File: src/fsp_pkg.sv
`default_nettype none
package fsp_pkg;
  localparam int ADDR_W = 15;
  localparam int DATA_W = 14;
  localparam int AXI_AW = 8;
  // Register byte offsets
  localparam logic [7:0] OFS_CTRL = 8'h00;
  localparam logic [7:0] OFS_UNLK = 8'h04;
  localparam logic [7:0] OFS_DLO = 8'h08;
  localparam logic [7:0] OFS_DHI = 8'h0C;
  localparam logic [7:0] OFS_ALO = 8'h10;
  localparam logic [7:0] OFS_AHI = 8'h14;
  localparam logic [7:0] OFS_STAT = 8'h18;
  localparam logic [7:0] OFS_MASK = 8'h1C;
  localparam logic [7:0] OFS_CFG = 8'h20;
  // Control register bits
  localparam int CB_RD = 0;
  localparam int CB_WR = 1;
  localparam int CB_WRITE_ALLOW = 2;
  localparam int CB_WERR = 3;
  localparam int CB_FREE = 4;
  localparam int CB_LWLO = 5;
  // Interrupt status bits
  localparam int IRQ_W = 3;
  localparam int IB_DONE = 0;
  localparam int IB_REFUSE = 1;
  localparam int IB_FAULT = 2;
  localparam logic [7:0] UNLOCK_1 = 8'h55;
  localparam logic [7:0] UNLOCK_2 = 8'hAA;
  localparam logic [1:0] UL_NONE = 2'h0;
  localparam logic [1:0] UL_HALF = 2'h1;
  localparam logic [1:0] UL_ARMED = 2'h2;
  localparam logic [1:0] WP_ALL = 2'h0;
  localparam logic [1:0] WP_HALF = 2'h1;
  localparam logic [1:0] WP_QUARTER = 2'h2;
  localparam logic [1:0] WP_NONE = 2'h3;
  localparam logic [1:0] RESP_OKAY = 2'h0;
  localparam logic [1:0] RESP_SLVERR = 2'h2;
  localparam int CLK_MHZ = 100;
  localparam int WRITE_TIME_US = 2000;
  localparam int OP_CYCLES_DEF = WRITE_TIME_US * CLK_MHZ;
  typedef enum logic [3:0] {
    ST_IDLE = 4'h1,
    ST_READ = 4'h2,
    ST_LATCH = 4'h4,
    ST_TIMED = 4'h8
  } fsp_state_t;
endpackage
`default_nettype wire

File: src/fsp_op_timer.sv
`default_nettype none
module fsp_op_timer #(
  parameter int CYCLES = fsp_pkg::OP_CYCLES_DEF
) (
  input wire logic clk,
  input wire logic resetn,
  input wire logic start,
  output logic busy,
  output logic done
);
  localparam int CW = $clog2(CYCLES + 1);
  localparam logic [CW-1:0] LOAD = CW'(CYCLES - 1);
  logic [CW-1:0] cnt_reg;

  // Counts clock cycles only, so software loops play no part in timing
  always_ff @(posedge clk or negedge resetn) begin
    if (!resetn) begin
      cnt_reg <= '0;
      busy <= 1'b0;
    end else if (start) begin
      cnt_reg <= LOAD;
      busy <= 1'b1;
    end else if (busy) begin
      if (cnt_reg == '0) begin
        busy <= 1'b0;
      end else begin
        cnt_reg <= cnt_reg - CW'(1);
      end
    end
  end

  assign done = busy && (cnt_reg == '0);
endmodule
`default_nettype wire

File: src/fsp_ctrl.sv
// Local design decisions: register access over AXI4-Lite and the register offsets.
`default_nettype none
module fsp_ctrl #(
  parameter int MEM_WORDS = 1024,
  parameter int OP_CYCLES = fsp_pkg::OP_CYCLES_DEF
) (
  input wire logic clk,
  input wire logic resetn,
  input wire logic por_n,
  input wire logic [7:0] s_axi_awaddr,
  input wire logic s_axi_awvalid,
  output logic s_axi_awready,
  input wire logic [31:0] s_axi_wdata,
  input wire logic [3:0] s_axi_wstrb,
  input wire logic s_axi_wvalid,
  output logic s_axi_wready,
  output logic [1:0] s_axi_bresp,
  output logic s_axi_bvalid,
  input wire logic s_axi_bready,
  input wire logic [7:0] s_axi_araddr,
  input wire logic s_axi_arvalid,
  output logic s_axi_arready,
  output logic [31:0] s_axi_rdata,
  output logic [1:0] s_axi_rresp,
  output logic s_axi_rvalid,
  input wire logic s_axi_rready,
  input wire logic code_protect_n,
  input wire logic [1:0] write_protect_range,
  input wire logic ext_mode,
  input wire logic ext_read_req,
  input wire logic ext_write_req,
  input wire logic ext_bulk_erase,
  output logic ext_read_ok,
  output logic ext_write_ok,
  output logic flash_bulk_erase,
  output logic [14:0] flash_addr,
  output logic [13:0] flash_wdata,
  output logic flash_read,
  input wire logic [13:0] flash_rdata,
  output logic flash_latch_load,
  output logic flash_erase,
  output logic flash_program,
  output logic cpu_stall,
  output logic irq
);
  localparam logic [14:0] QTR_LIM = 15'(MEM_WORDS / 4);
  localparam logic [14:0] HALF_LIM = 15'(MEM_WORDS / 2);

  logic aw_hold_reg, w_hold_reg, w_lane_reg;
  logic [7:0] aw_addr_reg, w_data_reg;
  logic [1:0] bresp_reg;
  logic wr_fire, wr_en, ctrl_wr, unlk_wr, rd_fire, rd_hit;
  logic [31:0] rd_mux;
  fsp_pkg::fsp_state_t state_reg;
  logic rd_bit_reg, wr_bit_reg, write_allow_reg, free_reg, lwlo_reg, werr_reg;
  logic [7:0] dlo_reg, alo_reg;
  logic [5:0] dhi_reg;
  logic [6:0] ahi_reg;
  logic [1:0] unlock_reg;
  localparam int IRQ_W_L = fsp_pkg::IRQ_W;
  logic [IRQ_W_L-1:0] stat_reg, mask_reg, ev;
  logic rd_go, wr_go, prot_hit, refuse, start_ok, op_latch, op_timed;
  logic op_end, tmr_done, persist_reg, fault_set, cp_active_reg;
  logic [1:0] init_reg;
  logic [3:0] sy1_reg, sy2_reg, sy3_reg;
  logic [14:0] word_addr;

  // Write channel: address and data captured in either order
  assign s_axi_awready = !aw_hold_reg && !s_axi_bvalid;
  assign s_axi_wready = !w_hold_reg && !s_axi_bvalid;
  assign wr_fire = aw_hold_reg && w_hold_reg && !s_axi_bvalid;
  assign wr_en = wr_fire && w_lane_reg && rd_hit_w(aw_addr_reg);
  assign ctrl_wr = wr_en && (aw_addr_reg == fsp_pkg::OFS_CTRL);
  assign unlk_wr = wr_en && (aw_addr_reg == fsp_pkg::OFS_UNLK);
  assign s_axi_bresp = bresp_reg;

  function automatic logic rd_hit_w(input logic [7:0] a);
    rd_hit_w = (a <= fsp_pkg::OFS_CFG) && (a[1:0] == 2'h0);
  endfunction

  always_ff @(posedge clk or negedge resetn) begin
    if (!resetn) begin
      aw_hold_reg <= 1'b0;
      w_hold_reg <= 1'b0;
      aw_addr_reg <= 8'h00;
      w_data_reg <= 8'h00;
      w_lane_reg <= 1'b0;
      s_axi_bvalid <= 1'b0;
      bresp_reg <= fsp_pkg::RESP_OKAY;
    end else begin
      if (s_axi_awvalid && s_axi_awready) begin
        aw_hold_reg <= 1'b1;
        aw_addr_reg <= s_axi_awaddr;
      end else if (wr_fire) begin
        aw_hold_reg <= 1'b0;
      end
      if (s_axi_wvalid && s_axi_wready) begin
        w_hold_reg <= 1'b1;
        w_data_reg <= s_axi_wdata[7:0];
        w_lane_reg <= s_axi_wstrb[0];
      end else if (wr_fire) begin
        w_hold_reg <= 1'b0;
      end
      if (wr_fire) begin
        s_axi_bvalid <= 1'b1;
        bresp_reg <= rd_hit_w(aw_addr_reg) ? fsp_pkg::RESP_OKAY
                                           : fsp_pkg::RESP_SLVERR;
      end else if (s_axi_bready) begin
        s_axi_bvalid <= 1'b0;
      end
    end
  end

  // Read channel
  assign s_axi_arready = !s_axi_rvalid;
  assign rd_fire = s_axi_arvalid && s_axi_arready;
  assign word_addr = {ahi_reg, alo_reg};

  always_comb begin
    rd_mux = 32'h0000_0000;
    rd_hit = 1'b1;
    case (s_axi_araddr)
      fsp_pkg::OFS_CTRL: begin
        rd_mux[fsp_pkg::CB_RD] = rd_bit_reg;
        rd_mux[fsp_pkg::CB_WR] = wr_bit_reg;
        rd_mux[fsp_pkg::CB_WRITE_ALLOW] = write_allow_reg;
        rd_mux[fsp_pkg::CB_WERR] = werr_reg;
        rd_mux[fsp_pkg::CB_FREE] = free_reg;
        rd_mux[fsp_pkg::CB_LWLO] = lwlo_reg;
      end
      fsp_pkg::OFS_UNLK: rd_mux = 32'h0000_0000;
      fsp_pkg::OFS_DLO: rd_mux[7:0] = dlo_reg;
      fsp_pkg::OFS_DHI: rd_mux[5:0] = dhi_reg;
      fsp_pkg::OFS_ALO: rd_mux[7:0] = alo_reg;
      fsp_pkg::OFS_AHI: rd_mux[6:0] = ahi_reg;
      fsp_pkg::OFS_STAT: rd_mux[IRQ_W_L-1:0] = stat_reg;
      fsp_pkg::OFS_MASK: rd_mux[IRQ_W_L-1:0] = mask_reg;
      fsp_pkg::OFS_CFG: rd_mux[3:0] = {write_protect_range,
                                       code_protect_n, cp_active_reg};
      default: rd_hit = 1'b0;
    endcase
  end

  always_ff @(posedge clk or negedge resetn) begin
    if (!resetn) begin
      s_axi_rvalid <= 1'b0;
      s_axi_rdata <= 32'h0000_0000;
      s_axi_rresp <= fsp_pkg::RESP_OKAY;
    end else if (rd_fire) begin
      s_axi_rvalid <= 1'b1;
      s_axi_rdata <= rd_mux;
      s_axi_rresp <= rd_hit ? fsp_pkg::RESP_OKAY : fsp_pkg::RESP_SLVERR;
    end else if (s_axi_rready) begin
      s_axi_rvalid <= 1'b0;
    end
  end

  // Self-write region check; external side never sees it
  always_comb begin
    case (write_protect_range)
      fsp_pkg::WP_NONE: prot_hit = 1'b0;
      fsp_pkg::WP_QUARTER: prot_hit = word_addr < QTR_LIM;
      fsp_pkg::WP_HALF: prot_hit = word_addr < HALF_LIM;
      default: prot_hit = 1'b1;
    endcase
  end

  // A trigger write with both bits set is treated as a read only
  assign rd_go = ctrl_wr && w_data_reg[fsp_pkg::CB_RD]
                 && (state_reg == fsp_pkg::ST_IDLE);
  assign wr_go = ctrl_wr && w_data_reg[fsp_pkg::CB_WR]
                 && !w_data_reg[fsp_pkg::CB_RD]
                 && (state_reg == fsp_pkg::ST_IDLE)
                 && (unlock_reg == fsp_pkg::UL_ARMED)
                 && w_data_reg[fsp_pkg::CB_WRITE_ALLOW];
  assign refuse = wr_go && prot_hit;
  assign start_ok = wr_go && !prot_hit;
  assign op_latch = start_ok && w_data_reg[fsp_pkg::CB_LWLO]
                    && !w_data_reg[fsp_pkg::CB_FREE];
  assign op_timed = start_ok && !op_latch;
  assign op_end = (state_reg == fsp_pkg::ST_LATCH)
                  || ((state_reg == fsp_pkg::ST_TIMED) && tmr_done);

  // Any other register write breaks the unlock pattern
  always_ff @(posedge clk or negedge resetn) begin
    if (!resetn) begin
      unlock_reg <= fsp_pkg::UL_NONE;
    end else if (unlk_wr) begin
      if (w_data_reg == fsp_pkg::UNLOCK_1) begin
        unlock_reg <= fsp_pkg::UL_HALF;
      end else if (w_data_reg == fsp_pkg::UNLOCK_2
                   && unlock_reg == fsp_pkg::UL_HALF) begin
        unlock_reg <= fsp_pkg::UL_ARMED;
      end else begin
        unlock_reg <= fsp_pkg::UL_NONE;
      end
    end else if (wr_en) begin
      unlock_reg <= fsp_pkg::UL_NONE;
    end
  end

  fsp_op_timer #(
    .CYCLES(OP_CYCLES)
  ) u_timer (
    .clk(clk),
    .resetn(resetn),
    .start(op_timed),
    .busy(),
    .done(tmr_done)
  );

  always_ff @(posedge clk or negedge resetn) begin
    if (!resetn) begin
      state_reg <= fsp_pkg::ST_IDLE;
      rd_bit_reg <= 1'b0;
      wr_bit_reg <= 1'b0;
      write_allow_reg <= 1'b0;
      free_reg <= 1'b0;
      lwlo_reg <= 1'b0;
      flash_read <= 1'b0;
      flash_latch_load <= 1'b0;
      dlo_reg <= 8'h00;
      dhi_reg <= 6'h00;
      alo_reg <= 8'h00;
      ahi_reg <= 7'h00;
    end else begin
      flash_read <= rd_go;
      flash_latch_load <= start_ok;
      if (ctrl_wr) begin
        write_allow_reg <= w_data_reg[fsp_pkg::CB_WRITE_ALLOW];
        if (state_reg == fsp_pkg::ST_IDLE) begin
          free_reg <= w_data_reg[fsp_pkg::CB_FREE];
          lwlo_reg <= w_data_reg[fsp_pkg::CB_LWLO];
        end
      end
      if (wr_en && aw_addr_reg == fsp_pkg::OFS_ALO) alo_reg <= w_data_reg;
      if (wr_en && aw_addr_reg == fsp_pkg::OFS_AHI) begin
        ahi_reg <= w_data_reg[6:0];
      end
      if (wr_en && aw_addr_reg == fsp_pkg::OFS_DLO) dlo_reg <= w_data_reg;
      if (wr_en && aw_addr_reg == fsp_pkg::OFS_DHI) begin
        dhi_reg <= w_data_reg[5:0];
      end
      case (state_reg)
        fsp_pkg::ST_IDLE: begin
          if (rd_go) begin
            rd_bit_reg <= 1'b1;
            state_reg <= fsp_pkg::ST_READ;
          end else if (op_latch) begin
            wr_bit_reg <= 1'b1;
            state_reg <= fsp_pkg::ST_LATCH;
          end else if (op_timed) begin
            wr_bit_reg <= 1'b1;
            state_reg <= fsp_pkg::ST_TIMED;
          end
        end
        fsp_pkg::ST_READ: begin
          {dhi_reg, dlo_reg} <= flash_rdata;
          rd_bit_reg <= 1'b0;
          state_reg <= fsp_pkg::ST_IDLE;
        end
        fsp_pkg::ST_LATCH: begin
          wr_bit_reg <= 1'b0;
          state_reg <= fsp_pkg::ST_IDLE;
        end
        fsp_pkg::ST_TIMED: begin
          if (tmr_done) begin
            wr_bit_reg <= 1'b0;
            state_reg <= fsp_pkg::ST_IDLE;
          end
        end
        default: state_reg <= fsp_pkg::ST_IDLE;
      endcase
    end
  end

  assign flash_addr = word_addr;
  assign flash_wdata = {dhi_reg, dlo_reg};
  assign flash_erase = (state_reg == fsp_pkg::ST_TIMED) && free_reg;
  assign flash_program = (state_reg == fsp_pkg::ST_TIMED) && !free_reg;
  assign cpu_stall = (state_reg == fsp_pkg::ST_TIMED);

  // Survives ordinary resets so an interrupted write is seen afterwards
  always_ff @(posedge clk or negedge resetn) begin
    if (!resetn) begin
      init_reg <= 2'h0;
    end else begin
      init_reg <= {init_reg[0], 1'b1};
    end
  end
  assign fault_set = init_reg[0] && !init_reg[1] && persist_reg;

  always_ff @(posedge clk or negedge por_n) begin
    if (!por_n) begin
      persist_reg <= 1'b0;
      werr_reg <= 1'b0;
    end else begin
      if (op_timed) begin
        persist_reg <= 1'b1;
      end else if (op_end || fault_set) begin
        persist_reg <= 1'b0;
      end
      // Set wins over a software clear in the same cycle
      werr_reg <= fault_set
                  || (werr_reg && !(ctrl_wr && !w_data_reg[fsp_pkg::CB_WERR]));
    end
  end

  // Interrupt status, cleared by reading it
  always_comb begin
    ev = '0;
    ev[fsp_pkg::IB_DONE] = op_end || (state_reg == fsp_pkg::ST_READ);
    ev[fsp_pkg::IB_REFUSE] = refuse;
    ev[fsp_pkg::IB_FAULT] = fault_set;
  end

  always_ff @(posedge clk or negedge resetn) begin
    if (!resetn) begin
      stat_reg <= '0;
      mask_reg <= '0;
    end else begin
      if (rd_fire && s_axi_araddr == fsp_pkg::OFS_STAT) begin
        stat_reg <= ev;
      end else begin
        stat_reg <= stat_reg | ev;
      end
      if (wr_en && aw_addr_reg == fsp_pkg::OFS_MASK) begin
        mask_reg <= w_data_reg[IRQ_W_L-1:0];
      end
    end
  end
  assign irq = |(stat_reg & mask_reg);

  // External programmer pins: {bulk, write, read, mode}
  always_ff @(posedge clk or negedge resetn) begin
    if (!resetn) begin
      sy1_reg <= 4'h0;
      sy2_reg <= 4'h0;
      sy3_reg <= 4'h0;
      cp_active_reg <= 1'b1;
      ext_read_ok <= 1'b0;
      ext_write_ok <= 1'b0;
      flash_bulk_erase <= 1'b0;
    end else begin
      sy1_reg <= {ext_bulk_erase, ext_write_req, ext_read_req, ext_mode};
      sy2_reg <= sy1_reg;
      sy3_reg <= sy2_reg;
      if (sy2_reg[0] && sy2_reg[3] && !sy3_reg[3]) begin
        cp_active_reg <= 1'b0;
      end else if (init_reg[0] && !init_reg[1]) begin
        cp_active_reg <= !code_protect_n;
      end
      ext_read_ok <= sy2_reg[0] && sy2_reg[1] && !cp_active_reg;
      ext_write_ok <= sy2_reg[0] && sy2_reg[2] && !cp_active_reg;
      flash_bulk_erase <= sy2_reg[0] && sy2_reg[3];
    end
  end

  rd_clear_a: assert property (@(posedge clk) disable iff (!resetn)
    state_reg == fsp_pkg::ST_READ |=> !rd_bit_reg)
    else $error("read trigger not cleared after read");
  wr_fall_a: assert property (@(posedge clk) disable iff (!resetn)
    $fell(wr_bit_reg) |-> $past(op_end))
    else $error("write trigger cleared before completion");
  unlock_zero_a: assert property (@(posedge clk) disable iff (!resetn)
    rd_fire && s_axi_araddr == fsp_pkg::OFS_UNLK |=> s_axi_rdata == 0)
    else $error("unlock register read not zero");
  unlock_need_a: assert property (@(posedge clk) disable iff (!resetn)
    $rose(wr_bit_reg) |-> $past(unlock_reg) == fsp_pkg::UL_ARMED)
    else $error("write started without unlock");
  stall_timed_a: assert property (@(posedge clk) disable iff (!resetn)
    op_timed |=> cpu_stall throughout (!tmr_done [*2]))
    else $error("processor not stalled during timed operation");
  prot_refuse_a: assert property (@(posedge clk) disable iff (!resetn)
    refuse |=> !wr_bit_reg && state_reg == fsp_pkg::ST_IDLE)
    else $error("protected write not refused");
  cp_ext_a: assert property (@(posedge clk) disable iff (!resetn)
    $past(cp_active_reg) |-> !ext_read_ok && !ext_write_ok)
    else $error("external access granted under code protection");
  fault_set_a: assert property (@(posedge clk) disable iff (!por_n)
    fault_set |=> werr_reg)
    else $error("fault flag not set after interrupted write");
  data_hold_a: assert property (@(posedge clk) disable iff (!resetn)
    state_reg != fsp_pkg::ST_READ
    && !(wr_en && aw_addr_reg == fsp_pkg::OFS_DLO) |=> $stable(dlo_reg))
    else $error("data low changed without read or write");
endmodule
`default_nettype wire

File: config.mk
export PLATFORM = sky130hd
export DESIGN_NAME = fsp_ctrl
export DESIGN_NICKNAME = d
export VERILOG_FILES = /design/src/fsp_pkg.sv /design/src/fsp_op_timer.sv /design/src/fsp_ctrl.sv
export SDC_FILE = /design/constraint.sdc
export NUM_CORES = 1
export LEC_CHECK = 0
export BUFFER_PORTS_ARGS = -buffer_cell sky130_fd_sc_hd__buf_2
export CORE_ASPECT_RATIO = 0.7
export CORE_UTILIZATION = 47
export DETAILED_ROUTE_END_ITERATION = 12
export HOLD_SLACK_MARGIN = 0.05
export PLACE_DENSITY = 0.76
export SKIP_CTS_REPAIR_TIMING = 1
export SLEW_MARGIN = 30
export SYNTH_ARGS = -nofsm -noshare
export SYNTH_HDL_FRONTEND = slang
export SYNTH_HIERARCHICAL = 1
export SYNTH_SLANG_ARGS = --single-unit
File: constraint.sdc
create_clock -name clk -period 2.7 [get_ports clk]
set_input_delay 0.81 -clock clk [delete_from_list [all_inputs] [get_ports clk]]
set_output_delay 0.81 -clock clk [all_outputs]
set_load 0.02 [all_outputs]
==> impl_metrics.env <==
export IMPL_outcome="completed"
export IMPL_grt_max_degree=41
export IMPL_finClkSkew_ps=6.69
export IMPL_avgSynthCellArea_um2=11.0
export IMPL_critPathArrivalTime_ps=2850
export IMPL_drc=0
export IMPL_reg2reg_setup_slack_ps=140
export IMPL_synth_distinct_cells=64
export IMPL_worstMarginPinSlew_ps=595
export IMPL_nNetsFinal=721
export IMPL_path_class="register to register"
export IMPL_synth_cells=520
export IMPL_wl_per_cell_um=18.1
export IMPL_grt_pass1_wl_um=22900
export IMPL_final_area_mm2=0.00695
export IMPL_rsz0062_at_grt="no"
export IMPL_ir_drop_mv=0.552
export IMPL_synth_area_top_cells="dfrtp_1 50%, mux2_2 7.5%, mux2i_1 3.9%"
export IMPL_cts_htree_levels=4
export IMPL_ys_ff_latch=115
export IMPL_powerDensity_mw_per_mm2=791
export IMPL_syn_cell_area_mm2=0.00570
export IMPL_die_area_mm2=0.0126
export IMPL_start_util_pct=48.4
export IMPL_ant_nets=0
export IMPL_clock_power_share_pct=37.9
export IMPL_coreArea_mm2=0.0118
export IMPL_portBuffers=106
export IMPL_grt_pass1_vias=4351
export IMPL_cap_violations=0
export IMPL_cts_tree="yes"
export IMPL_finalWirelength_um=14600
export IMPL_sequentialPowerShare_pct=42.7
export IMPL_yosysSeqAreaShare_pct=50.5
export IMPL_power_total_mw=5.50
export IMPL_mostFrequentLayoutCell="dfrtp_1"
export IMPL_setup_viol=0
export IMPL_drt_iter0_drc=280
export IMPL_grtUsageTotal_pct=24.2
export IMPL_synthArstFlopShare_pct=100
export IMPL_antenna_found_initial=0
export IMPL_diodes=0
export IMPL_finalCritPeriodShare_pct=94.7
export IMPL_nFillCells=985
export IMPL_p_int_mw=3.81
export IMPL_fp_dieH_um=94.1
export IMPL_leakagePower_nw=3.22
export IMPL_firstDrtPassIters=5
export IMPL_cts_sinks=115
export IMPL_comb_power_share_pct=19.4
export IMPL_synth_top_area_cell="dfrtp_1"
export IMPL_dp_hpwl_um=10600
export IMPL_min_period_ps=2560
export IMPL_synth_top_area_share_pct=49.6
export IMPL_min_path_type="input pin to asynchronous set/reset pin"
export IMPL_largest_register_ffs=18
export IMPL_num_rows=33
export IMPL_path_clk_slew_ps=50
export IMPL_yosysWarnings=6
export IMPL_fp_dieW_um=134
export IMPL_clk_latency_ps=410
export IMPL_crit_required_ps=2990
export IMPL_cp_max_fo=26
export IMPL_area_growth_synth_to_final_pct=22.0
export IMPL_fmax_mhz=391
export IMPL_slew_violations=0
export IMPL_dpl_instance_area_mm2=0.00639
export IMPL_gr_total_overflow=0
export IMPL_num_io_pins=160
export IMPL_clockBufferDepth=2
export IMPL_fin_hold_ws_ps=188
export IMPL_yosys_most_used_dff="dfrtp_1"
export IMPL_vias_per_cell=5.69
export IMPL_layout_common_cells="113 x dfrtp_1, 105 x buf_2, 44 x nand2_1, 38 x mux2_2, 32 x o21ai_0"
export IMPL_gp_congestion=0.884
export IMPL_slew_headroom_pct=60.1
export IMPL_switchingPower_mw=1.69
export IMPL_hold_viol_final=0
export IMPL_vias=4592
export IMPL_numCtsBuffers=17
export IMPL_clockRootBuffer="clkbuf_16"
export IMPL_synth_edff_count=0
export IMPL_finalWorstSetupSlack_ps=143
export IMPL_setup_worst_path_start_class="register"
export IMPL_preCtsSetupSlack_ps=161
export IMPL_p_sw_share_pct=30.7
export IMPL_end_kind="register"
export IMPL_drive_gt1_share_pct=32.8
## critical path, stage by stage (launching register included)
cell     delay, ps
dfrtp_1        430
nor4_4         390
nand4_1        260
or4_4          550
nor3_2         250
buf_12         200
nor2_1          70
mux2_1         290
## Yosys cell counts, types with 3 or more instances
library cell and instances:
nand3b_1 9, or4_1 12, or2_2 3, mux4_2 3, nand3_1 8, mux2_1 3
mux2i_1 22, nand4_1 9, inv_1 13, a221oi_1 8, buf_4 26, o31ai_1 8
dfrtp_1 113, nor2_1 30, a211o_1 5, nand2_1 44, o31ai_2 3, mux2_2 38
a21oi_1 17, a211oi_1 4, and3b_1 3, nor2b_1 18, clkbuf_1 16, nor3_1 8
or3_1 4, nand2b_1 5, nor4b_1 6, and2_1 3, o21ai_0 32
## logic make-up after synthesis
kind of cell    synth area share, %
buf+inv                        5.69
compound gates                 11.1
fa+ha+maj                     0.220
flops                          50.5
simple gates                   18.9
other cells                   0.132
mux                            13.4
## worst paths after layout
kind,startpoint,endpoint,cells past startpoint
max,aw_addr_reg[4],u_timer/cnt_reg[15],7
min,por_n,persist_reg,1
max reg2reg,aw_addr_reg[4],u_timer/cnt_reg[15],7
min reg2reg,sy1_reg[0],sy2_reg[0],0
max in group asynchronous,resetn,dhi_reg[3],2
min in group clk,sy1_reg[0],sy2_reg[0],0
## metal layers
metal / routed length [µm] / share of wire (%) / GRT usage (%) / vias to the layer above
met4: 93 / 0.64 / 7.10 / 0
met1: 6610 / 45 / 33.2 / 2290
met3: 1140 / 7.8 / 6.90 / 11
met5: 0 / 0 / 0 / -
li1: - / - / - / 2087
met2: 6780 / 46 / 37.4 / 204
## through the flow
step	util, %	TNS [ps]	std cells
final	59.1	0	807
after CTS	59.0	-67.1	807
after detailed placement	54.3	0	777
after global placement	54.3	0	777
after floorplan	-	0	545
after global routing	59.1	0	807
## power groups by stage
stage	sequential (mW)	combinational, mW	clock, mW
final	2.35	1.07	2.09
after global routing	2.38	1.16	2.20
after CTS	2.34	1.07	2.13
after detailed placement	2.36	1.06	0
after global placement	2.34	1.02	0
after floorplan	2.32	0.649	0
## final cells by class
type / count / area (µm²) / area share (%)
Sequential cell: 115 / 2880 / 41.4
Multi-Input combinational cell: 372 / 2610 / 37.5
Timing Repair Buffer: 120 / 663 / 9.54
Inverter: 13 / 48.8 / 0.702
Clock inverter: 5 / 50.0 / 0.720
Tap cell: 157 / 196 / 2.83
Clock buffer: 25 / 505 / 7.27
Note: power is estimated with default switching activity, not from simulation.
